File: config.mk
export PLATFORM = sky130hd
export DESIGN_NAME = srrc_top
export DESIGN_NICKNAME = d
export VERILOG_FILES = /design/src/core/srrc_pkg.sv /design/src/core/srrc_port_reset.sv /design/src/core/srrc_top.sv
export SDC_FILE = /design/constraint.sdc
export NUM_CORES = 1
export LEC_CHECK = 0
export BUFFER_PORTS_ARGS = -buffer_cell sky130_fd_sc_hd__buf_4
export CORE_UTILIZATION = 38
export DETAILED_ROUTE_END_ITERATION = 10
export GPL_ROUTABILITY_DRIVEN = 0
export PLACE_DENSITY = 0.65
export SKIP_CTS_REPAIR_TIMING = 1
export SLEW_MARGIN = 10
export SYNTH_ARGS = -nofsm -noshare
export SYNTH_HDL_FRONTEND = slang
export SYNTH_SLANG_ARGS = --single-unit
export TNS_END_PERCENT = 100
File: constraint.sdc
create_clock -name i_clk -period 2.15 [get_ports i_clk]
set_input_delay 0.215 -clock i_clk [delete_from_list [all_inputs] [get_ports i_clk]]
set_output_delay 0.215 -clock i_clk [all_outputs]
set_load 0.005 [all_outputs]
File: src/core/srrc_pkg.sv
package srrc_pkg;

	// clock and hot-plug reset timing
	localparam int CLK_PERIOD_NS = 10;
	localparam int HOTPLUG_RESET_US = 100;
	// least time, rounded up to whole cycles
	localparam int HOTPLUG_RESET_CYCLES =
		(HOTPLUG_RESET_US * 1000 + CLK_PERIOD_NS - 1) / CLK_PERIOD_NS;

	// transmit pair positions on the four-pair serial bus
	localparam int TX_PAIRS = 4;
	localparam int TX_UP_LANE0_IDX = 0;
	localparam int TX_DN_PORT1_IDX = 1;
	localparam int TX_DN_PORT2_IDX = 2;
	localparam int TX_UP_LANE1_IDX = 3;

	// downstream ports and reference clock outputs
	localparam int DN_PORT_LO = 1;
	localparam int DN_PORT_HI = 2;
	localparam int REFCLK_OUTS = 3;

	// values after reset
	localparam logic DS_RESET_N_RST = 1'b0;
	localparam logic CORE_RESET_N_RST = 1'b0;
	localparam logic STRAP_PD_RST = 1'b1;
	localparam logic PRESENT_N_RST = 1'b1;
	localparam logic TX_IDLE = 1'b0;

	typedef enum logic [2:0] {
		SRRC_ST_FUND = 3'b001,
		SRRC_ST_HOLD = 3'b010,
		SRRC_ST_RUN  = 3'b100
	} srrc_port_st_t;

	// transmit data presented by the port logic, one bit per lane
	typedef struct packed {
		logic [1:0] up_lane;
		logic dn_port2;
		logic dn_port1;
	} srrc_tx_t;

endpackage

File: src/core/srrc_port_reset.sv
module srrc_port_reset #(
	parameter int HOLD_CYCLES = srrc_pkg::HOTPLUG_RESET_CYCLES,
	parameter int CNT_W = $clog2(HOLD_CYCLES + 1)
) (
	input wire logic i_clk,
	input wire logic i_reset,
	input wire logic i_fund_active,
	input wire logic i_present_n,
	output logic o_reset_n,
	output logic o_plug_event
);

	srrc_pkg::srrc_port_st_t state_r;
	srrc_pkg::srrc_port_st_t state_nxt;
	logic [CNT_W-1:0] cnt_r;
	logic present_n_r;
	logic plug;

	localparam logic [CNT_W-1:0] HOLD_LAST = CNT_W'(HOLD_CYCLES - 1);

	// a slot going from empty to present is a fresh plug-in
	assign plug = present_n_r & ~i_present_n;

	always_ff @(posedge i_clk or posedge i_reset) begin
		if (i_reset) begin
			present_n_r <= srrc_pkg::PRESENT_N_RST;
		end else begin
			present_n_r <= i_present_n;
		end
	end

	always_comb begin
		state_nxt = state_r;
		case (state_r)
			srrc_pkg::SRRC_ST_FUND: begin
				// a plug-in in the release cycle must not be lost
				if (!i_fund_active && plug) begin
					state_nxt = srrc_pkg::SRRC_ST_HOLD;
				end else if (!i_fund_active) begin
					state_nxt = srrc_pkg::SRRC_ST_RUN;
				end
			end
			srrc_pkg::SRRC_ST_RUN: begin
				if (i_fund_active) begin
					state_nxt = srrc_pkg::SRRC_ST_FUND;
				end else if (plug) begin
					state_nxt = srrc_pkg::SRRC_ST_HOLD;
				end
			end
			srrc_pkg::SRRC_ST_HOLD: begin
				if (i_fund_active) begin
					state_nxt = srrc_pkg::SRRC_ST_FUND;
				end else if (cnt_r == '0 && !plug) begin
					state_nxt = srrc_pkg::SRRC_ST_RUN;
				end
			end
			default: begin
				state_nxt = srrc_pkg::SRRC_ST_FUND;
			end
		endcase
	end

	always_ff @(posedge i_clk or posedge i_reset) begin
		if (i_reset) begin
			state_r <= srrc_pkg::SRRC_ST_FUND;
			o_reset_n <= srrc_pkg::DS_RESET_N_RST;
		end else begin
			state_r <= state_nxt;
			o_reset_n <= (state_nxt == srrc_pkg::SRRC_ST_RUN);
		end
	end

	// hold count restarts on every new plug-in
	always_ff @(posedge i_clk or posedge i_reset) begin
		if (i_reset) begin
			cnt_r <= '0;
		end else if (plug) begin
			cnt_r <= HOLD_LAST;
		end else if (state_r == srrc_pkg::SRRC_ST_HOLD && cnt_r != '0) begin
			cnt_r <= cnt_r - CNT_W'(1);
		end
	end

	always_ff @(posedge i_clk or posedge i_reset) begin
		if (i_reset) begin
			o_plug_event <= 1'b0;
		end else begin
			o_plug_event <= plug;
		end
	end

endmodule

File: src/core/srrc_top.sv
// Functional notes
// - fundamental reset low initializes all internal state; sticky bits survive it. the port logic does not clear cnt_r, present_n_r or o_plug_event under it.
// - fundamental reset asserted drives every downstream reset output low.
// - a fresh plug-in on a downstream port asserts that port's reset output.
// - two downstream reset outputs, bit x serves downstream port x, x=1,2.
// - power-down strap sampled high disables the clock buffer and its outputs.
// - power-down strap low enables the clock buffer and drives its outputs.
// - upstream lane 0 goes on pair 0, upstream lane 1 on pair 3.
// - downstream port 1 goes on pair 1, port 2 on pair 2.
module srrc_top #(
	parameter int HOTPLUG_HOLD_CYCLES = srrc_pkg::HOTPLUG_RESET_CYCLES
) (
	input wire logic i_clk,
	input wire logic i_reset,
	input wire logic i_fundamental_reset_n,
	input wire logic i_refclk_buffer_powerdown,
	input wire logic [2:1] i_slot_present_n,
	input wire srrc_pkg::srrc_tx_t i_tx,
	output logic o_core_reset_n,
	output logic [2:1] o_downstream_port_reset_n,
	output logic [2:1] o_plug_seen,
	output logic o_refclk_buffer_enable,
	output logic [2:0] o_refclk_out_enable,
	output logic [3:0] o_serial_tx_pos,
	output logic [3:0] o_serial_tx_neg
);

	logic fund_active_r;
	logic strap_pd_r;
	logic [2:1] plug_event;

	// fundamental reset level, taken once so all users see the same cycle
	always_ff @(posedge i_clk or posedge i_reset) begin
		if (i_reset) begin
			fund_active_r <= 1'b1;
		end else begin
			fund_active_r <= ~i_fundamental_reset_n;
		end
	end

	// non-sticky state of the rest of the chip follows the fundamental reset
	always_ff @(posedge i_clk or posedge i_reset) begin
		if (i_reset) begin
			o_core_reset_n <= srrc_pkg::CORE_RESET_N_RST;
		end else begin
			o_core_reset_n <= ~fund_active_r;
		end
	end

	// per-port reset generation
	genvar g;
	generate
		for (g = srrc_pkg::DN_PORT_LO; g <= srrc_pkg::DN_PORT_HI; g++) begin : g_port
			srrc_port_reset #(
				.HOLD_CYCLES(HOTPLUG_HOLD_CYCLES)
			) u_port (
				.i_clk(i_clk),
				.i_reset(i_reset),
				.i_fund_active(fund_active_r),
				.i_present_n(i_slot_present_n[g]),
				.o_reset_n(o_downstream_port_reset_n[g]),
				.o_plug_event(plug_event[g])
			);

			// sticky: only the power-on reset clears it, never the fundamental one
			always_ff @(posedge i_clk or posedge i_reset) begin
				if (i_reset) begin
					o_plug_seen[g] <= 1'b0;
				end else if (plug_event[g]) begin
					o_plug_seen[g] <= 1'b1;
				end
			end
		end
	endgenerate

	// strap is followed while the fundamental reset holds, frozen after release
	always_ff @(posedge i_clk or posedge i_reset) begin
		if (i_reset) begin
			strap_pd_r <= srrc_pkg::STRAP_PD_RST;
		end else if (fund_active_r) begin
			strap_pd_r <= i_refclk_buffer_powerdown;
		end
	end

	always_ff @(posedge i_clk or posedge i_reset) begin
		if (i_reset) begin
			o_refclk_buffer_enable <= 1'b0;
			o_refclk_out_enable <= 3'h0;
		end else begin
			o_refclk_buffer_enable <= ~strap_pd_r;
			o_refclk_out_enable <= {srrc_pkg::REFCLK_OUTS{~strap_pd_r}};
		end
	end

	// transmit lane placement; pairs idle while the fundamental reset holds
	always_ff @(posedge i_clk or posedge i_reset) begin
		if (i_reset) begin
			o_serial_tx_pos <= {srrc_pkg::TX_PAIRS{srrc_pkg::TX_IDLE}};
			o_serial_tx_neg <= {srrc_pkg::TX_PAIRS{srrc_pkg::TX_IDLE}};
		end else if (fund_active_r) begin
			o_serial_tx_pos <= {srrc_pkg::TX_PAIRS{srrc_pkg::TX_IDLE}};
			o_serial_tx_neg <= {srrc_pkg::TX_PAIRS{srrc_pkg::TX_IDLE}};
		end else begin
			o_serial_tx_pos[srrc_pkg::TX_UP_LANE0_IDX] <= i_tx.up_lane[0];
			o_serial_tx_pos[srrc_pkg::TX_UP_LANE1_IDX] <= i_tx.up_lane[1];
			o_serial_tx_pos[srrc_pkg::TX_DN_PORT1_IDX] <= i_tx.dn_port1;
			o_serial_tx_pos[srrc_pkg::TX_DN_PORT2_IDX] <= i_tx.dn_port2;
			o_serial_tx_neg[srrc_pkg::TX_UP_LANE0_IDX] <= ~i_tx.up_lane[0];
			o_serial_tx_neg[srrc_pkg::TX_UP_LANE1_IDX] <= ~i_tx.up_lane[1];
			o_serial_tx_neg[srrc_pkg::TX_DN_PORT1_IDX] <= ~i_tx.dn_port1;
			o_serial_tx_neg[srrc_pkg::TX_DN_PORT2_IDX] <= ~i_tx.dn_port2;
		end
	end

	a_core_reset_follow: assert property (
		@(posedge i_clk) disable iff (i_reset)
		!i_fundamental_reset_n |=> ##1 !o_core_reset_n
	) else $error("core reset not asserted two cycles after fundamental reset");

	a_core_reset_release: assert property (
		@(posedge i_clk) disable iff (i_reset)
		i_fundamental_reset_n |=> ##1 o_core_reset_n
	) else $error("core reset not released two cycles after fundamental release");

	a_sticky_survives: assert property (
		@(posedge i_clk) disable iff (i_reset)
		o_plug_seen[1] |=> o_plug_seen[1]
	) else $error("sticky plug flag lost without power-on reset");

	a_fund_all_ports: assert property (
		@(posedge i_clk) disable iff (i_reset)
		!i_fundamental_reset_n |=> ##1 (o_downstream_port_reset_n == 2'h0)
	) else $error("downstream resets not both low under fundamental reset");

	a_plug_port1: assert property (
		@(posedge i_clk) disable iff (i_reset)
		($fell(i_slot_present_n[1]) && !fund_active_r && i_fundamental_reset_n)
			|=> !o_downstream_port_reset_n[1]
	) else $error("port 1 reset not asserted after plug-in");

	a_port_separate: assert property (
		@(posedge i_clk) disable iff (i_reset)
		(i_fundamental_reset_n && !fund_active_r && o_downstream_port_reset_n[2]
			&& $fell(i_slot_present_n[1]) && !$fell(i_slot_present_n[2]))
			|=> o_downstream_port_reset_n[2]
	) else $error("port 1 plug-in disturbed port 2 reset");

	a_strap_high_off: assert property (
		@(posedge i_clk) disable iff (i_reset)
		(fund_active_r && i_refclk_buffer_powerdown)
			|=> ##1 (!o_refclk_buffer_enable && o_refclk_out_enable == 3'h0)
	) else $error("clock buffer not disabled with power-down strap high");

	a_strap_low_on: assert property (
		@(posedge i_clk) disable iff (i_reset)
		(fund_active_r && !i_refclk_buffer_powerdown)
			|=> ##1 (o_refclk_buffer_enable && o_refclk_out_enable == 3'h7)
	) else $error("clock buffer not enabled with power-down strap low");

	a_strap_frozen: assert property (
		@(posedge i_clk) disable iff (i_reset)
		(!fund_active_r && $past(!fund_active_r)) |=> $stable(o_refclk_buffer_enable)
	) else $error("clock buffer enable changed outside fundamental reset");

	a_tx_upstream: assert property (
		@(posedge i_clk) disable iff (i_reset)
		!fund_active_r |=> (o_serial_tx_pos[0] == $past(i_tx.up_lane[0])
			&& o_serial_tx_pos[3] == $past(i_tx.up_lane[1])
			&& o_serial_tx_neg[3] == ~o_serial_tx_pos[3])
	) else $error("upstream lanes not on pairs 0 and 3");

	a_tx_downstream: assert property (
		@(posedge i_clk) disable iff (i_reset)
		!fund_active_r |=> (o_serial_tx_pos[1] == $past(i_tx.dn_port1)
			&& o_serial_tx_pos[2] == $past(i_tx.dn_port2)
			&& o_serial_tx_neg[1] == ~o_serial_tx_pos[1])
	) else $error("downstream ports not on pairs 1 and 2");

	a_release_after_fund: assert property (
		@(posedge i_clk) disable iff (i_reset)
		$rose(o_downstream_port_reset_n[1]) |-> $past(i_fundamental_reset_n, 2)
	) else $error("port 1 reset released while fundamental reset held");

	a_hold_no_early: assert property (
		@(posedge i_clk) disable iff (i_reset)
		(!o_downstream_port_reset_n[1] && g_port[1].u_port.state_r == srrc_pkg::SRRC_ST_HOLD
			&& g_port[1].u_port.cnt_r != '0) |=> !o_downstream_port_reset_n[1]
	) else $error("port 1 reset released before hot-plug hold ended");

	a_plug_port2: assert property (
		@(posedge i_clk) disable iff (i_reset)
		($fell(i_slot_present_n[2]) && !fund_active_r && i_fundamental_reset_n)
			|=> !o_downstream_port_reset_n[2]
	) else $error("port 2 reset not asserted after plug-in");

	a_port_separate2: assert property (
		@(posedge i_clk) disable iff (i_reset)
		(i_fundamental_reset_n && !fund_active_r && o_downstream_port_reset_n[1]
			&& $fell(i_slot_present_n[2]) && !$fell(i_slot_present_n[1]))
			|=> o_downstream_port_reset_n[1]
	) else $error("port 2 plug-in disturbed port 1 reset");

	a_sticky_port2: assert property (
		@(posedge i_clk) disable iff (i_reset)
		o_plug_seen[2] |=> o_plug_seen[2]
	) else $error("sticky plug flag 2 lost without power-on reset");

	a_plug_seen_set: assert property (
		@(posedge i_clk) disable iff (i_reset)
		plug_event[1] |=> o_plug_seen[1]
	) else $error("sticky plug flag 1 not set after plug-in");

	a_plug_seen_set2: assert property (
		@(posedge i_clk) disable iff (i_reset)
		plug_event[2] |=> o_plug_seen[2]
	) else $error("sticky plug flag 2 not set after plug-in");

	a_tx_idle_fund: assert property (
		@(posedge i_clk) disable iff (i_reset)
		fund_active_r |=> (o_serial_tx_pos == 4'h0 && o_serial_tx_neg == 4'h0)
	) else $error("transmit pairs not idle under fundamental reset");

	a_release_port2: assert property (
		@(posedge i_clk) disable iff (i_reset)
		$rose(o_downstream_port_reset_n[2]) |-> $past(i_fundamental_reset_n, 2)
	) else $error("port 2 reset released while fundamental reset held");

	a_hold_no_early2: assert property (
		@(posedge i_clk) disable iff (i_reset)
		(!o_downstream_port_reset_n[2] && g_port[2].u_port.state_r == srrc_pkg::SRRC_ST_HOLD
			&& g_port[2].u_port.cnt_r != '0) |=> !o_downstream_port_reset_n[2]
	) else $error("port 2 reset released before hot-plug hold ended");

endmodule

# --- Word level (Yosys, flattened, before mapping) ---
# Cells that the tools add are included.
word_totals:
  out_inout_bits: 17
  regBits: 55
op_classes:
  n_addsub: 2
  mux: 20
  n_reduce_logical: 15
  n_bitwise: 11
  n_eq_ne: 8
ops:
  columns: ["cell", "n"]
  rows:
  - ["$mux 14", 4]
  - ["$mux 3", 12]
  - ["$logic_not 14->1", 2]
  - ["$reduce_bool 14->1", 2]
  - ["$sub 14x1->14 const B", 2]
  - ["$pmux 3 s3", 2]
  - ["$eq 3x3->1 const B", 4]
  - ["$not 1->1", 9]
  - ["$mux 4", 2]
  - ["$eq 3x1->1 const B", 2]
  - ["$eq 3x2->1 const B", 2]
  - ["$logic_and 1x1->1", 6]
  - ["$reduce_bool 2->1", 2]
  - ["$logic_not 1->1", 3]
  - ["$and 1x1->1", 2]

# --- Longest topological paths before layout ---
depth:
  word_depth: 8
  ltp_mapped: 6

# --- Modules after synthesis ---
# From an unflattened synthesis, not the netlist that was laid out.
hier_totals:
  hier_cells: 247
  area_unflattened_um2: 2598.7
modules_own_cells:
  columns: ["mod", "instances", "seq_area_each_um2", "cells_each", "area_each_um2"]
  rows:
  - ["srrc_port_reset", 2, 503.0, 107, 1059.8]
  - ["srrc_top", 1, 352.8, 33, 479.2]

# --- Least setup slack after synthesis ---
# Ideal clock, no wire load.
synth_timing:
  path_kind: "flip-flop to flip-flop"
  startpoint: "reg g_port[2].u_port.state_r[2]"
  endpoint: "reg g_port[2].u_port.cnt_r[7]"
  setup_ns: 0.078
  period_less_slack_ns: 1.924
  n_path_buf: 1
  arrival_ns: 1.846
  path_stages_with_launch: 6
  slack_ns: 0.226
  path_cell_list: "dfrtp_1 or3b_1 buf_6 or4_4 or3_1 a21oi_1"
synth_via:
  elab_chain_cells: 3
synth_lines:
  columns: ["element", "line", "source"]
  rows:
  - ["from (decl)", "srrc_port_reset.sv:13", "srrc_pkg::srrc_port_st_t state_r;"]
  - ["from (signal assigned)", "srrc_port_reset.sv:65", "state_r <= srrc_pkg::SRRC_ST_FUND;"]
  - ["from (signal assigned)", "srrc_port_reset.sv:68", "state_r <= state_nxt;"]
  - ["$eq 3x2->1", "srrc_port_reset.sv:79", "end else if (state_r == srrc_pkg::SRRC_ST_HOLD && cnt_r != '0) begin"]
  - ["$logic_and 1x1->1", "srrc_port_reset.sv:79", null]
  - ["$reduce_bool 2->1 (no source line)", null, null]
  - ["to (signal assigned)", "srrc_port_reset.sv:80", "cnt_r <= cnt_r - CNT_W'(1);"]
  - ["to (decl)", "srrc_port_reset.sv:15", "logic [CNT_W-1:0] cnt_r;"]
# Every way passes these cells.
# A chain may end at the register's enable or synchronous reset.

# --- Worst setup path in the final report ---
layout_timing:
  startpoint: "reg g_port[2].u_port.cnt_r[0]"
  endpoint: "reg g_port[2].u_port.cnt_r[7]"
layout_via:
  elab_chain_cells: 3
  word_cells_on_any_way: 6
  cone_classes: "add/sub: 1; mux: 2; reduce/logical: 3"
layout_lines:
  columns: ["element", "line"]
  rows:
  - ["$sub 14x1->14 / $reduce_bool 14->1 (equally long branches)", "srrc_port_reset.sv:80, srrc_port_reset.sv:79"]
  - ["$mux 14 / $logic_and 1x1->1 (equally long branches)", "srrc_port_reset.sv:79"]
  - ["$mux 14 / $reduce_bool 2->1 (equally long branches)", null]
# Parallel ways exist; a longest one is shown, timed or not. The select of a mux whose other input is x is not followed.

==> results.md <==
- Nets: a little over 300
- Worst slew margin: 65.0%
- Io pins: 27
- # setup viols final: 0
- Synth top cells by count: 48 x dfrtp_1, 16 x nand2_1, 15 x a21oi_1, 15 x nor2_1, 15 x o21ai_0
- Worst vdd ir: approximately 440 uV
- Most frequent cell after synthesis: dfrtp_1
- Antenna Cells: 0
- Clk pin slew, worst setup/hold paths: around 0.11 ns
- Vias in the first global route: just over 2000
- IO Port Bufs: 26
- Static leakage: 1.28 nW
- Routed Wire Length: around 5000 um
- Synth top area share: between 40 and 50%
- HPWL Detailed: approximately 3600 um
- Global-route usage over all layers: roughly 15%
- Clock Skews: ~0.012 ns
- Fin. Hold Viols: 0
- CTS buffer count: 5
- Post-synth EDFFs: 0
- Synth Cell Area: 0.00259 mm^2
- Pin count of the biggest net entering global routing: 31
- Row cnt: 29
- CTS tree: built
- Grt ovf: 0
- Area grow syn2layout: 18.8%
- Clk_lat worst skew: roughly 0.32 ns
- Minimum hold slack: approximately 0.027 ns
- Synth Instances: ~250
- Die area: 0.00714 mm^2
- Cell variety after synth: 50
- Share of layout cells above drive strength 1: 24.1%
- WL per Instance: between 10 and 15 um
- Max Cap Viol: 0
- Synth Flop Type: dfrtp_1
- Die H: between 80 and 90 um
- WP data required: 2.39 ns
- Tot Pwr: around 0.002 W
- Worst slew pin tran: between 0.5 and 0.6 ns
- CP endpoint kind: register
- Clk sinks: 54
- Total negative slack: 0 ns
- Period utilization: about 94%
- Violations in the final reports: design-rule violations
- Crit path kind: register to register
- Core footprint: 0.00646 mm^2
- Via count: slightly above 2000
- Status: finished, violations left
- Maximum fanout along the worst path: 5
- Clock root buffer: clkbuf_8
- Final-layout fill cell count: 611
- DR iter-0 viols: 92
- Antenna viol nets, final: 0
- Fin. max-slew vios: 0
- Hold Crit Class: input pin to register
- Drt drc: 4
- Die outline width: between 80 and 90 um
- Share of the yosys chip area belonging to registers: between 50% and 60%
- Area leader, netlist: dfrtp_1
- Startpoint Class: register
- Syn Nets: about 270
- Post-layout minimum cycle time: 2.02 ns
- RSZ-0062 raised after global routing: false
- Pwr Density: 665 mW/mm^2
- Syn_area_per_cell: around 10 um^2
- First-pass GRT wire length: roughly 9000 um
- CP arrival: about 2.3 ns
- Ys async rst share: 100%
- DR vias/cell: between 5 and 6
- H-Tree Depth: 2
- Initial antenna violation count: 0
- Drt first pass iters: 10
- Highest Clock Rate: 495 MHz
- Synth top area cells: dfrtp_1 46%, dfstp_2 6.1%, a21oi_1 2.9%
- Initial core utilization: around 40%
- Max clock buf depth: 2
- Synthesized flop and latch total: 54
- Synth Warn #: 0
-- power by group --
part           leakage [nW]  internal, W  switching [W]
sequential            0.621      0.00107      0.0000434
clock                0.0591     0.000356       0.000358
combinational         0.601     0.000106       0.000104
-- sequential cells by signal, summed over array words and instances, names as in the netlist --
signal / flops
g_port.u_port.cnt_r: 28
g_port.u_port.state_r: 6
o_serial_tx_neg: 4
o_serial_tx_pos: 4
g_port.u_port.o_plug_event: 2
g_port.u_port.o_reset_n: 2
g_port.u_port.present_n_r: 2
o_plug_seen: 2
fund_active_r: 1
o_core_reset_n: 1
o_refclk_out_enable: 1
strap_pd_r: 1
-- path summary, 6_finish.rpt --
path | start | end | slack (ns) | cells past startpoint
worst min-delay path | i_tx[3] | o_serial_tx_neg[3] | 0.03 | 2
worst max register to register | g_port[2].u_port.cnt_r[0] | g_port[2].u_port.cnt_r[7] | 0.13 | 4
worst max-delay path | g_port[2].u_port.cnt_r[0] | g_port[2].u_port.cnt_r[7] | 0.13 | 4
min in group asynchronous | i_reset | o_core_reset_n | 0.49 | 3
max in group asynchronous | i_reset | g_port[2].u_port.present_n_r | 1.04 | 4
worst min register to register | g_port[1].u_port.o_plug_event | o_plug_seen[1] | 0.43 | 1
-- layout make-up --
type                            count  area, um^2  share of cell area (%)
Clock inverter                      3        47.5                    1.55
Timing Repair Buffer               43         345                    11.2
Tap cell                           77        96.3                    3.14
Inverter                           11        41.3                    1.34
Multi-Input combinational cell    175        1110                    36.3
Sequential cell                    54        1360                    44.2
Clock buffer                        5        68.8                    2.24
-- cells in the final DEF (no fill, tap or decap), types with 6 or more instances in the layout --
cell,Yosys,final
o21ai_0,15,15
dfrtp_1,48,48
nand2_1,16,16
inv_1,11,10
nor4_1,7,7
a21oi_1,15,15
or4_1,10,10
nor3_1,11,11
dfstp_2,6,6
buf_4,5,38
o31ai_1,8,8
or3_1,8,8
nor2_1,15,14
nand3_1,8,8
-- routing by layer --
| metal | wire, um | vias to the layer above | GRT usage [%] |
|---|---|---|---|
| li1 | - | 1007 | - |
| met1 | 2310 | 1002 | 18.5 |
| met2 | 2470 | 24 | 27.4 |
| met3 | 185 | 4 | 3.93 |
| met4 | 41 | 0 | 4.31 |
| met5 | 0 | - | 0 |
-- worst max-delay path, cell delays in order (launching register included) --
cell     delay [ns]
dfrtp_1        0.41
or4_1          0.61
or4_4          0.44
or3_1          0.31
a21oi_1        0.17
-- metrics by stage --
step / setup slack [ns] / cells / util (%) / instance area [um^2]
floorplan: 0.226 / 253 / - / 2590
global placement: 0.215 / 356 / 45.1 / 2910
detailed placement: 0.197 / 356 / 45.1 / 2910
CTS: 0.128 / 364 / 46.9 / 3030
global route: 0.0503 / 368 / 47.6 / 3070
finish: 0.128 / 368 / 47.6 / 3070
-- kinds of logic after synthesis --
group	share of synthesized area, %
buf+inv	4.50
mux	0.387
xor+xnor	1.02
simple gates	26.0
compound gates	14.6
flops	52.5
fa+ha+maj	0.967
No activity file was read; power rests on OpenSTA's default activity.
